File: config.mk
export PLATFORM = sky130hd
export DESIGN_NAME = slsd_strap_loader
export DESIGN_NICKNAME = d
export VERILOG_FILES = /design/src/rtl/slsd_pkg.sv /design/src/rtl/slsd_sync.sv /design/src/rtl/slsd_strap_loader.sv
export VERILOG_INCLUDE_DIRS = /design/src /design/src/rtl
export SDC_FILE = /design/constraint.sdc
export NUM_CORES = 1
export LEC_CHECK = 0
export ABC_AREA = 1
export BUFFER_PORTS_ARGS = -buffer_cell sky130_fd_sc_hd__buf_2
export CAP_MARGIN = 20
export CELL_PAD_IN_SITES_DETAIL_PLACEMENT = 0
export CELL_PAD_IN_SITES_GLOBAL_PLACEMENT = 2
export CORE_UTILIZATION = 26
export CTS_CLUSTER_DIAMETER = 80
export DETAILED_ROUTE_END_ITERATION = 8
export GPL_TIMING_DRIVEN = 0
export PLACE_DENSITY_LB_ADDON = 0.1
export SYNTH_ARGS = -nofsm -noshare
export SYNTH_HDL_FRONTEND = slang
export SYNTH_SLANG_ARGS = --single-unit
File: constraint.sdc
create_clock -name mclk -period 2.1 [get_ports mclk]
set_clock_uncertainty 0.05 [all_clocks]
set_input_delay 0.315 -clock mclk [delete_from_list [all_inputs] [get_ports mclk]]
set_output_delay 0.315 -clock mclk [all_outputs]
set_load 0.01 [all_outputs]
File: src/rtl/slsd_defines.svh
// Constants of the port-1 and indicator soft-strap default loader.
// Assumes a 100 MHz mclk and a synchronous active-low rst_n.
//
// Overview of operation
// Six indicator enable bits load from enable straps; each strap defaults to one.
// Two-bit indicator function field loads from function straps, default binary 00.
// Crossover strap, sampled on the shared indicator pin, sets crossover strap-state bit.
// Strap-based crossover select derives port-1 crossover from auto and manual straps.
// Auto strap low with strap select: manual 0 forces MDI, 1 MDIX; default 0.
// Both crossover straps are ignored unless port 1 runs the internal PHY.
// Negotiation enable loads from its strap; default 1 in mode 111, else 0.
// Negotiation strap also shapes 10BASE-T advertisement and PHY mode; speed and duplex always load 1.
// Heartbeat-test-off bit loads from its strap only in MII PHY mode.
// Straps latch at reset release; EEPROM loader values then replace them.
// Digital reset or reload without EEPROM restores latched values, no resampling.
// Shared pin stays an input until the strap is latched, then drives while indicator enable bit 0 is set.
`ifndef SLSD_DEFINES_SVH
`define SLSD_DEFINES_SVH

`define SLSD_SETTLE_CYCLES      2'h2
`define SLSD_EN_STRAP_DEFAULT   6'h3F
`define SLSD_FUN_STRAP_DEFAULT  2'h0
`define SLSD_MANUAL_DEFAULT     1'h0
`define SLSD_HB_DEFAULT         1'h0
`define SLSD_MODE_INTERNAL      3'h7
`define SLSD_MODE_MII_PHY       3'h1
`define SLSD_PHY_MODE_AN        3'h7
`define SLSD_PHY_MODE_FIXED     3'h3
`define SLSD_XSEL_RESET         1'h1

`define SLSD_ADDR_IND_CFG       8'h00
`define SLSD_ADDR_HARDWARE_CONFIGURATION_REGISTER        8'h04
`define SLSD_ADDR_PHY_BASIC     8'h08
`define SLSD_ADDR_PHY_ADV       8'h0C
`define SLSD_ADDR_PHY_SPECIAL   8'h10
`define SLSD_ADDR_MEDIA_CTRL    8'h14
`define SLSD_ADDR_LOADER        8'h18

`define SLSD_BIT_FUN_LO         8
`define SLSD_BIT_MODE_LO        4
`define SLSD_BIT_STATUS_MODE    8

`endif

File: src/rtl/slsd_pkg.sv
// Types of the port-1 and indicator soft-strap default loader.
// Assumes slsd_defines.svh supplies every number.
package slsd_pkg;

  typedef enum logic [1:0] {
    PH_SETTLE,
    PH_LOAD,
    PH_RUN
  } slsd_phase_type;

  typedef struct packed {
    slsd_phase_type phase;
    logic [1:0]     settle_cnt;
    logic           latched_xover;
    logic [2:0]     latched_mode;
    logic [5:0]     eff_en;
    logic [1:0]     eff_fun;
    logic           eff_xover;
    logic           eff_manual;
    logic           eff_an;
    logic           eff_hb;
    logic           load_pend;
    logic [5:0]     ind_en;
    logic [1:0]     ind_fun;
    logic           xover_state;
    logic           an;
    logic           spd;
    logic           dup;
    logic           adv10f;
    logic           adv10h;
    logic [2:0]     phy_mode;
    logic           xsel;
    logic           xauto_reg;
    logic           xmdix_reg;
    logic           hb_bit;
    logic           xo_auto;
    logic           xo_mdix;
    logic           ack;
    logic [31:0]    rdata;
  } slsd_state_type;

endpackage

File: src/rtl/slsd_sync.sv
// Two-stage synchroniser for pin-level inputs.
// Assumes the inputs are quasi-static straps or slow levels.
`timescale 1ns/1ps
module slsd_sync #(
  parameter int WIDTH = 4
) (
  input  wire logic             mclk,
  input  wire logic             rst_n,
  input  wire logic [WIDTH-1:0] async_in,
  output logic      [WIDTH-1:0] sync_out
);
  typedef struct packed {
    logic [WIDTH-1:0] stage1;
    logic [WIDTH-1:0] stage2;
  } slsd_sync_state_type;

  slsd_sync_state_type st;
  slsd_sync_state_type next_st;

  always_comb
  begin
    next_st        = st;
    next_st.stage1 = async_in;
    next_st.stage2 = st.stage1;
    if (!rst_n)
    begin
      next_st = '0;
    end
  end

  always_ff @(posedge mclk)
  begin
    st <= next_st;
  end

  assign sync_out = st.stage2;
endmodule // slsd_sync

File: src/rtl/slsd_strap_loader.sv
// Soft-strap default loader for indicators and port 1, Avalon-MM slave.
// Assumes the EEPROM loader runs on mclk and pulses loader_load.
`timescale 1ns/1ps
`include "slsd_defines.svh"
module slsd_strap_loader (
  input  wire logic        mclk,
  input  wire logic        rst_n,
  input  wire logic [7:0]  avs_address,
  input  wire logic        avs_read,
  input  wire logic        avs_write,
  input  wire logic [3:0]  avs_byteenable,
  input  wire logic [31:0] avs_writedata,
  output logic      [31:0] avs_readdata,
  output logic             avs_waitrequest,
  input  wire logic        port1_crossover_indicator_pin_in,
  output logic             port1_crossover_indicator_pin_out,
  output logic             port1_crossover_indicator_pin_oe,
  input  wire logic        indicator0_drive,
  input  wire logic [2:0]  port1_interface_mode_pin,
  input  wire logic        eeprom_present,
  input  wire logic        loader_load,
  input  wire logic [5:0]  loader_enable_straps,
  input  wire logic [1:0]  loader_function_straps,
  input  wire logic        loader_crossover_strap,
  input  wire logic        loader_manual_strap,
  input  wire logic        loader_negotiation_strap,
  input  wire logic        loader_heartbeat_strap,
  output logic [5:0]       indicator_enable_bits,
  output logic [1:0]       indicator_function_field,
  output logic             port1_auto_crossover,
  output logic             port1_force_mdix,
  output logic [2:0]       port1_interface_mode
);
  import slsd_pkg::*;

  slsd_state_type st;
  slsd_state_type next_st;
  logic [3:0]     pins_sync;
  logic           acc_write;
  logic           restore;
  logic           internal_phy;

  slsd_sync #(
    .WIDTH (4)
  ) u_sync (
    .mclk     (mclk),
    .rst_n    (rst_n),
    .async_in ({port1_interface_mode_pin, port1_crossover_indicator_pin_in}),
    .sync_out (pins_sync)
  );

  assign acc_write    = avs_write && st.ack;
  // Digital reset and reload share a path: without an EEPROM, both restore
  assign restore      = acc_write && (avs_address == `SLSD_ADDR_LOADER)
                        && avs_byteenable[0] && (avs_writedata[1:0] != 2'h0)
                        && !eeprom_present;
  assign internal_phy = (st.latched_mode == `SLSD_MODE_INTERNAL);

  always_comb
  begin
    next_st           = st;
    next_st.load_pend = 1'h0;
    next_st.ack       = (avs_read || avs_write) && !st.ack;
    // Strap latch sequence; pin settles through the synchroniser first
    case (st.phase)
      PH_SETTLE:
      begin
        if (st.settle_cnt == 2'h0)
        begin
          next_st.latched_xover = pins_sync[0];
          next_st.latched_mode  = pins_sync[3:1];
          next_st.phase         = PH_LOAD;
        end
        else
        begin
          next_st.settle_cnt = st.settle_cnt - 2'h1;
        end
      end
      PH_LOAD:
      begin
        next_st.eff_en     = `SLSD_EN_STRAP_DEFAULT;
        next_st.eff_fun    = `SLSD_FUN_STRAP_DEFAULT;
        next_st.eff_xover  = st.latched_xover;
        next_st.eff_manual = `SLSD_MANUAL_DEFAULT;
        next_st.eff_an     = internal_phy;
        next_st.eff_hb     = `SLSD_HB_DEFAULT;
        next_st.load_pend  = 1'h1;
        next_st.phase      = PH_RUN;
      end
      PH_RUN:
      begin
        if (restore)
        begin
          // Pins are not sampled again; only the latched copy is reused
          next_st.eff_en     = `SLSD_EN_STRAP_DEFAULT;
          next_st.eff_fun    = `SLSD_FUN_STRAP_DEFAULT;
          next_st.eff_xover  = st.latched_xover;
          next_st.eff_manual = `SLSD_MANUAL_DEFAULT;
          next_st.eff_an     = internal_phy;
          next_st.eff_hb     = `SLSD_HB_DEFAULT;
          next_st.load_pend  = 1'h1;
        end
        else if (loader_load)
        begin
          next_st.eff_en     = loader_enable_straps;
          next_st.eff_fun    = loader_function_straps;
          next_st.eff_xover  = loader_crossover_strap;
          next_st.eff_manual = loader_manual_strap;
          next_st.eff_an     = loader_negotiation_strap;
          next_st.eff_hb     = loader_heartbeat_strap;
          next_st.load_pend  = 1'h1;
        end
      end
      default:
      begin
        next_st.phase = PH_SETTLE;
      end
    endcase

    // Software writes; a default load in the same cycle overrides all but the SLSD_ADDR_PHY_SPECIAL fields
    if (acc_write && avs_byteenable[0])
    begin
      case (avs_address)
        `SLSD_ADDR_IND_CFG:
        begin
          next_st.ind_en = avs_writedata[5:0];
        end
        `SLSD_ADDR_PHY_BASIC:
        begin
          next_st.an  = avs_writedata[0];
          next_st.spd = avs_writedata[1];
          next_st.dup = avs_writedata[2];
        end
        `SLSD_ADDR_PHY_ADV:
        begin
          next_st.adv10f   = avs_writedata[0];
          next_st.adv10h   = avs_writedata[1];
          next_st.phy_mode = avs_writedata[`SLSD_BIT_MODE_LO +: 3];
        end
        `SLSD_ADDR_PHY_SPECIAL:
        begin
          next_st.xsel      = avs_writedata[0];
          next_st.xauto_reg = avs_writedata[1];
          next_st.xmdix_reg = avs_writedata[2];
        end
        `SLSD_ADDR_MEDIA_CTRL:
        begin
          next_st.hb_bit = avs_writedata[0];
        end
        default:
        begin
          next_st.hb_bit = st.hb_bit;
        end
      endcase
    end
    if (acc_write && avs_byteenable[1]
        && avs_address == `SLSD_ADDR_IND_CFG)
    begin
      next_st.ind_fun = avs_writedata[`SLSD_BIT_FUN_LO +: 2];
    end

    if (st.load_pend)
    begin
      next_st.ind_en      = st.eff_en;
      next_st.ind_fun     = st.eff_fun;
      next_st.xover_state = st.eff_xover;
      next_st.an          = st.eff_an;
      // Negotiation on advertises 10BASE-T and selects all-capable mode
      next_st.spd         = 1'h1;
      next_st.dup         = 1'h1;
      next_st.adv10f      = st.eff_an;
      next_st.adv10h      = st.eff_an;
      next_st.phy_mode    = st.eff_an ? `SLSD_PHY_MODE_AN
                                      : `SLSD_PHY_MODE_FIXED;
      next_st.hb_bit      = (st.latched_mode == `SLSD_MODE_MII_PHY)
                            ? st.eff_hb : 1'h0;
    end

    // Crossover resolution, meaningful only for the internal PHY
    if (!internal_phy || st.phase != PH_RUN)
    begin
      next_st.xo_auto = 1'h0;
      next_st.xo_mdix = 1'h0;
    end
    else if (st.xsel)
    begin
      next_st.xo_auto = st.eff_xover;
      next_st.xo_mdix = !st.eff_xover && st.eff_manual;
    end
    else
    begin
      next_st.xo_auto = st.xauto_reg;
      next_st.xo_mdix = !st.xauto_reg && st.xmdix_reg;
    end

    next_st.rdata = 32'h0000_0000;
    if (avs_read && !st.ack)
    begin
      case (avs_address)
        `SLSD_ADDR_IND_CFG:
          next_st.rdata = {22'h0, st.ind_fun, 2'h0, st.ind_en};
        `SLSD_ADDR_HARDWARE_CONFIGURATION_REGISTER:
          next_st.rdata = {21'h0, st.latched_mode, 7'h0, st.xover_state};
        `SLSD_ADDR_PHY_BASIC:
          next_st.rdata = {29'h0, st.dup, st.spd, st.an};
        `SLSD_ADDR_PHY_ADV:
          next_st.rdata = {25'h0, st.phy_mode, 2'h0, st.adv10h, st.adv10f};
        `SLSD_ADDR_PHY_SPECIAL:
          next_st.rdata = {27'h0, st.xo_mdix, st.xo_auto, st.xmdix_reg,
                           st.xauto_reg, st.xsel};
        `SLSD_ADDR_MEDIA_CTRL:
          next_st.rdata = {31'h0, st.hb_bit};
        `SLSD_ADDR_LOADER:
          next_st.rdata = {22'h0, eeprom_present,
                           st.phase == PH_RUN, 8'h0};
        default:
          next_st.rdata = 32'h0000_0000;
      endcase
    end
    else if (st.ack)
    begin
      next_st.rdata = st.rdata;
    end

    if (!rst_n)
    begin
      next_st            = '0;
      next_st.phase      = PH_SETTLE;
      next_st.settle_cnt = `SLSD_SETTLE_CYCLES;
      next_st.eff_en     = `SLSD_EN_STRAP_DEFAULT;
      next_st.ind_en     = `SLSD_EN_STRAP_DEFAULT;
      next_st.xsel       = `SLSD_XSEL_RESET;
    end
  end

  always_ff @(posedge mclk)
  begin
    st <= next_st;
  end

  assign avs_waitrequest   = (avs_read || avs_write) && !st.ack;
  assign avs_readdata      = st.rdata;
  // Strap pin must not be driven until its level is captured
  assign port1_crossover_indicator_pin_oe  = (st.phase == PH_RUN)
                                             && st.ind_en[0];
  assign port1_crossover_indicator_pin_out = indicator0_drive;
  assign indicator_enable_bits    = st.ind_en;
  assign indicator_function_field = st.ind_fun;
  assign port1_auto_crossover     = st.xo_auto;
  assign port1_force_mdix         = st.xo_mdix;
  assign port1_interface_mode     = st.latched_mode;
endmodule // slsd_strap_loader

==> metrics.cfg, run 1 <==
[layout]
final_nets=614
final_cell_mix=108 x nand2_1, 69 x buf_2, 63 x dfxtp_1, 48 x inv_1, 44 x buf_4
final_common_cell=nand2_1
antenna_cells=0
areaGrowthSynthToFinish_pct=29.0
layout.cells.non_filler=693
drive_above_1_share=0.275

[route]
wire_per_inst_um=13.4
first_iter_violations=123
routed_wl_um=9260
dr.pass1.iters=5
routed_via_density=4.22
vias=2923
drc=0
drtAntennaViolNets=0

[clocking]
cts.reportedPaths.clkPinSlew_ns=0.05
cts_made_buffers=9
clockBufferDepth=2
cts.htree.levels=3
root_buffer=clkbuf_16
cts_tree=built
clkSinkCount=63
holdBufCountCts=0
ctsResizeCount=0
post_cts_buffers=0
worstSkewPairLatency_ns=0.33

[synthesis]
syn_inst=444
yosysUniqueCellTypes=36
ys_seq_area_frac=0.395
ys_warn_count=0
synth.area.top_cells=dfxtp_1 40%, nand2_1 13%, buf_4 10%, inv_1 5.6%, a21oi_1 5.2%
synthArstFlopShare=0
syn_area_sq_um=3190
synth_largest_area_cell=dfxtp_1
synth_top_area_share=0.395
yosys_register_bits=63
syn_avg_cell_area_sq_um=7.19
synth-main-ff-cell=dfxtp_1
synth_edf_count=0

[power_and_ir_drop]
power_mw=4.33
power_density_nw_per_um2=1050
p_clk_frac=0.382
p_leak_nw=2.06
internal_power_mw=2.97
pwr-share-comb=0.267
ir_drop_uv=299
p_seq_frac=0.351
switchingPower_mw=1.36
sw_frac_of_total=0.314

[floorplanning]
start_util=0.267
io_pins=115
die_area_sq_um=12700
row_count=40
die_h_um=113
fp.dieW_um=113
coreArea_sq_um=12000

[setup_path]
cp.required_ns=1.74
critPathMaxFanout=10
crit_path_end_kind=primary output
critical_path_class=flip-flop to primary output
start_kind=flip-flop
cp.arrival_ns=1.42

[timing]
timing.slew.headroom=0.534
fin_crit_sh=0.848
final_hold_viol_count=0
tightest_slew_ns=0.696
rsz0062_at_grt=no
tns_ns=0
fmax_mhz=562
period_needed_ns=1.78
report.final.slew_viol_count=0
setup_viol=0

[global_route]
antenna_found_initial=0
grt_usage=0.155
grt_overflow=0
grt_start_max_net_pins=11
grt_pass1_wl_um=14900
grt_pass1_vias=2796

[flow_run]
maxCapViolations=0

[placed_design]
port_buffers=66
routabilityCongestion=0.757
post-place-cells=678
hpwl_um=7160

[run_status]
outcome=completed

[min_path]
hp-class=primary input to flip-flop

cell type report:
type / count / area [sq um]
fill: 1331 / 7850
multi-input combinational: 295 / 1430
inverter: 51 / 193
timing repair buffer: 66 / 330
tap: 147 / 184
buffer: 56 / 387
sequential: 63 / 1260
clock inverter: 3 / 65.1
clock buffer: 12 / 267
logic make-up after synthesis:
logic type                 synth area share
and+or+nand+nor                       0.259
adders and majority gates            0.0196
other                               0.00118
buffers and inverters                 0.182
DFF                                   0.395
AOI/OAI and AO/OA                     0.143
path summary, 6_finish.rpt:
kind,from,end,slack (ns),depth (start not counted)
worst max-delay path,st[32],avs_waitrequest,0.32,3
worst min-delay path,port1_crossover_indicator_pin_in,u_sync.st[4],0.12,3
worst max register to register,st[75],st[60],0.33,12
worst min register to register,u_sync.st[4],u_sync.sync_out[0],0.36,2
stage by stage:
stage	setup slack, ns	hold WS, ns	area [sq um]	util
floorplan	0.661	0.340	3270	-
global placement	0.274	0.347	3780	0.316
detailed placement	0.275	0.345	3780	0.316
CTS	0.280	0.114	4120	0.344
global route	0.130	0.120	4120	0.344
finish	0.320	0.121	4120	0.344
state kept, by name, summed over array words and instances (netlist names):
name,flops
indicator_enable_bits,6
port1_interface_mode,3
st,32
avs_readdata,10
u_sync.st,4
port1_force_mdix,1
indicator_function_field,2
port1_auto_crossover,1
u_sync.sync_out,4
cell usage after synthesis, types with 4 or more instances:
| master | n |
|---|---|
| nand2_1 | 108 |
| nand2_2 | 4 |
| o211ai_1 | 4 |
| nand4_1 | 9 |
| o21ai_0 | 27 |
| clkbuf_1 | 7 |
| inv_1 | 48 |
| a21oi_1 | 33 |
| nand3_1 | 22 |
| buf_4 | 44 |
| nor3_1 | 4 |
| nor2_1 | 29 |
| dfxtp_1 | 63 |
| ha_1 | 5 |
power groups by stage:
stage | logic [mW] | registers, mW | clock network (mW)
after global routing | 1.33 | 1.55 | 1.76
after detailed placement | 1.17 | 1.55 | 0
after floorplan | 0.863 | 1.49 | 0
after CTS | 1.18 | 1.52 | 1.69
after global placement | 1.15 | 1.54 | 0
final | 1.16 | 1.52 | 1.65
per-layer routing:
metal | GRT usage | vias to the layer above | share of wire
met4 | 0.0604 | 0 | 0.014
met1 | 0.206 | 1282 | 0.50
li1 | - | 1567 | -
met5 | 0 | - | 0
met2 | 0.248 | 68 | 0.45
met3 | 0.0321 | 6 | 0.040
critical path, cell delays in order (launching register included):
cell      delay, ns
dfxtp_1        0.43
clkbuf_1       0.41
nor2_1         0.10
buf_2          0.16
Note: power is estimated with default switching activity, not from simulation.
==> inputs of run 2 (changes only) <==
--- a/config.mk
+++ b/config.mk
@@ -11,7 +11,7 @@
 export CAP_MARGIN = 20
 export CELL_PAD_IN_SITES_DETAIL_PLACEMENT = 0
 export CELL_PAD_IN_SITES_GLOBAL_PLACEMENT = 2
-export CORE_UTILIZATION = 26
+export CORE_UTILIZATION = 24
 export CTS_CLUSTER_DIAMETER = 80
 export DETAILED_ROUTE_END_ITERATION = 8
 export GPL_TIMING_DRIVEN = 0
==> constraint.sdc (replaced) <==
create_clock -name mclk -period 1.55 [get_ports mclk]
set_clock_uncertainty 0.05 [all_clocks]
set_input_delay 0.2325 -clock mclk [delete_from_list [all_inputs] [get_ports mclk]]
set_output_delay 0.2325 -clock mclk [all_outputs]
set_load 0.01 [all_outputs]
==> run 2 against run 1 <==
Effect of this change:
- clock power increased by 12%
- die area increased by 8.2%
- register-to-register slack got worse by 0.25 ns
- critical endpoint is now port1_crossover_indicator_pin_oe
- global-route usage decreased by 1.0 points
- combinational power increased by 53%
- largest cell class unchanged
- routed wire length increased by 2.9%
- cell area increased by 2.0%
- power increased by 31%
==> metrics.cfg, run 2 (same netlist as run 1, synthesis figures left out) <==
[run_status]
outcome=completed

[layout]
drive_above_1_share=0.312  ; +0.0374
areaGrowthSynthToFinish_pct=31.5
final_common_cell=nand2_1
final_cell_mix=103 x nand2_1, 67 x buf_2, 61 x dfxtp_1, 48 x buf_4, 42 x inv_1
stdcell_area_sq_um=4200  ; +2.0%
final_nets=619  ; +0.81%
antenna_cells=0  ; unchanged
layout.cells.non_filler=723  ; +4.3%
largest_reg_flops=32  ; unchanged
top_register=st

[setup_path]
crit_path_end_kind=primary output
r2r_cells=8  ; -4
cp.arrival_ns=1.24  ; -0.18 ns
critPathMaxFanout=7  ; -3
cp.required_ns=1.27  ; -0.47 ns
critical_path_class=flip-flop to primary output
start_kind=flip-flop

[timing]
timing.slew.headroom=0.544  ; +0.00935
fmax_mhz=656
period_needed_ns=1.52
tightest_slew_ns=0.684  ; -0.0115 ns
rsz0062_at_grt=yes
fin_crit_sh=0.983
report.final.slew_viol_count=0  ; unchanged
hold_slack_ns=0.0351  ; -0.0856 ns
final_hold_viol_count=0  ; unchanged
setup_viol=0  ; unchanged
tns_ns=0  ; unchanged

[global_route]
antenna_found_initial=0  ; unchanged
grt_use_met1=0.191  ; -0.0147
met2_usage=0.230  ; -0.0173
gr-usage-met3=0.0360  ; +0.00386
grt_overflow=0  ; unchanged
grt_start_max_net_pins=11  ; unchanged
busiest_layer=met2
grt_pass1_wl_um=15300  ; +2.9%
grt_pass1_vias=2863  ; +2.4%
grt_usage=0.145  ; -0.0100

[min_path]
hp-class=primary input to flip-flop
hold_depth=3  ; unchanged

[floorplanning]
row_count=41  ; +2.5%
die_area_sq_um=13800  ; +8.2%
io_pins=115  ; unchanged
fp.dieW_um=117  ; +4.0%
die_h_um=117  ; +4.0%
start_util=0.250  ; -0.0170
coreArea_sq_um=12800  ; +6.8%

[flow_run]
maxCapViolations=0  ; unchanged

[route]
vias=3010  ; +3.0%
wire_per_inst_um=13.2  ; -1.4%
routed_via_density=4.16  ; -1.3%
dr.pass1.iters=4  ; -1
drtAntennaViolNets=0  ; unchanged
routed_wl_um=9520  ; +2.9%
first_iter_violations=142  ; +15%
drc=0  ; unchanged

[clocking]
cts_tree=built
root_buffer=clkbuf_16
cts.reportedPaths.clkPinSlew_ns=0.05  ; about the same
clkSinkCount=63  ; unchanged
cts_made_buffers=9  ; unchanged
clockBufferDepth=2  ; unchanged
holdBufCountCts=0  ; unchanged
worstSkewPairLatency_ns=0.33  ; about the same
cts.htree.levels=3  ; unchanged

[placed_design]
hpwl_um=7340  ; +2.4%
port_buffers=66  ; unchanged
post-place-cells=703  ; +3.7%
routabilityCongestion=0.763  ; +0.71%
place_area_sq_um=3810  ; +0.83%

[power_and_ir_drop]
power_density_nw_per_um2=1350  ; +29%
ir_drop_uv=560  ; +87%
p_leak_nw=2.06  ; +0.13%

==> run 2: worst max-delay path: stages, from the launching register on <==
cell and delay (ns):
dfxtp_2 0.33, inv_4 0.07, ha_4 0.20, buf_6 0.11
nand2_2 0.04, inv_1 0.04, buf_2 0.11
==> run 2: layer usage <==
layer,vias to the layer above,part of all wire,wire [um]
met4,0,0.013,120
met3,9,0.047,443
met1,1343,0.49,4640
li1,1580,-,-
met2,78,0.45,4320
met5,-,0,0
==> run 2: stage by stage <==
stage | worst slack [ns] | util | power, mW
floorplan | 0.111 | - | 3.19
CTS | 0.00105 | 0.323 | 5.59
global placement | -0.238 | 0.299 | 3.68
finish | 0.0260 | 0.329 | 5.69
global route | -0.0418 | 0.329 | 6.14
detailed placement | -0.243 | 0.299 | 3.69
==> run 2: report_power, final <==
group	switching [mW]	internal, mW	leakage [nW]	total, mW
registers	0.190	1.89	0.514	2.08
logic	1.04	0.736	1.42	1.77
clock network	0.728	1.11	0.131	1.84
==> run 2: worst paths after layout <==
kind | slack, ns | to | start
worst min-delay path | 0.04 | u_sync.st[4] | port1_crossover_indicator_pin_in
worst min register to register | 0.36 | u_sync.sync_out[3] | u_sync.st[7]
worst max register to register | 0.08 | st[68] | st[32]
worst max-delay path | 0.03 | port1_crossover_indicator_pin_oe | st[75]
==> run 2: repair_timing <==
action | 4_1_cts | 5_1_grt
setup endpoints to repair | 20 | 29
gates resized for setup | 13 | 19
buffers inserted | 0 | 5
==> run 2: final cells by class <==
class	instances	area (sq um)
plain buffers	56	395
clock buffers	11	243
clock inverters	4	22.5
fillers	1429	8580
inverters	51	199
multi-input cells	295	1490
flip-flops and latches	63	1260
well taps	172	215
repair buffers	71	372
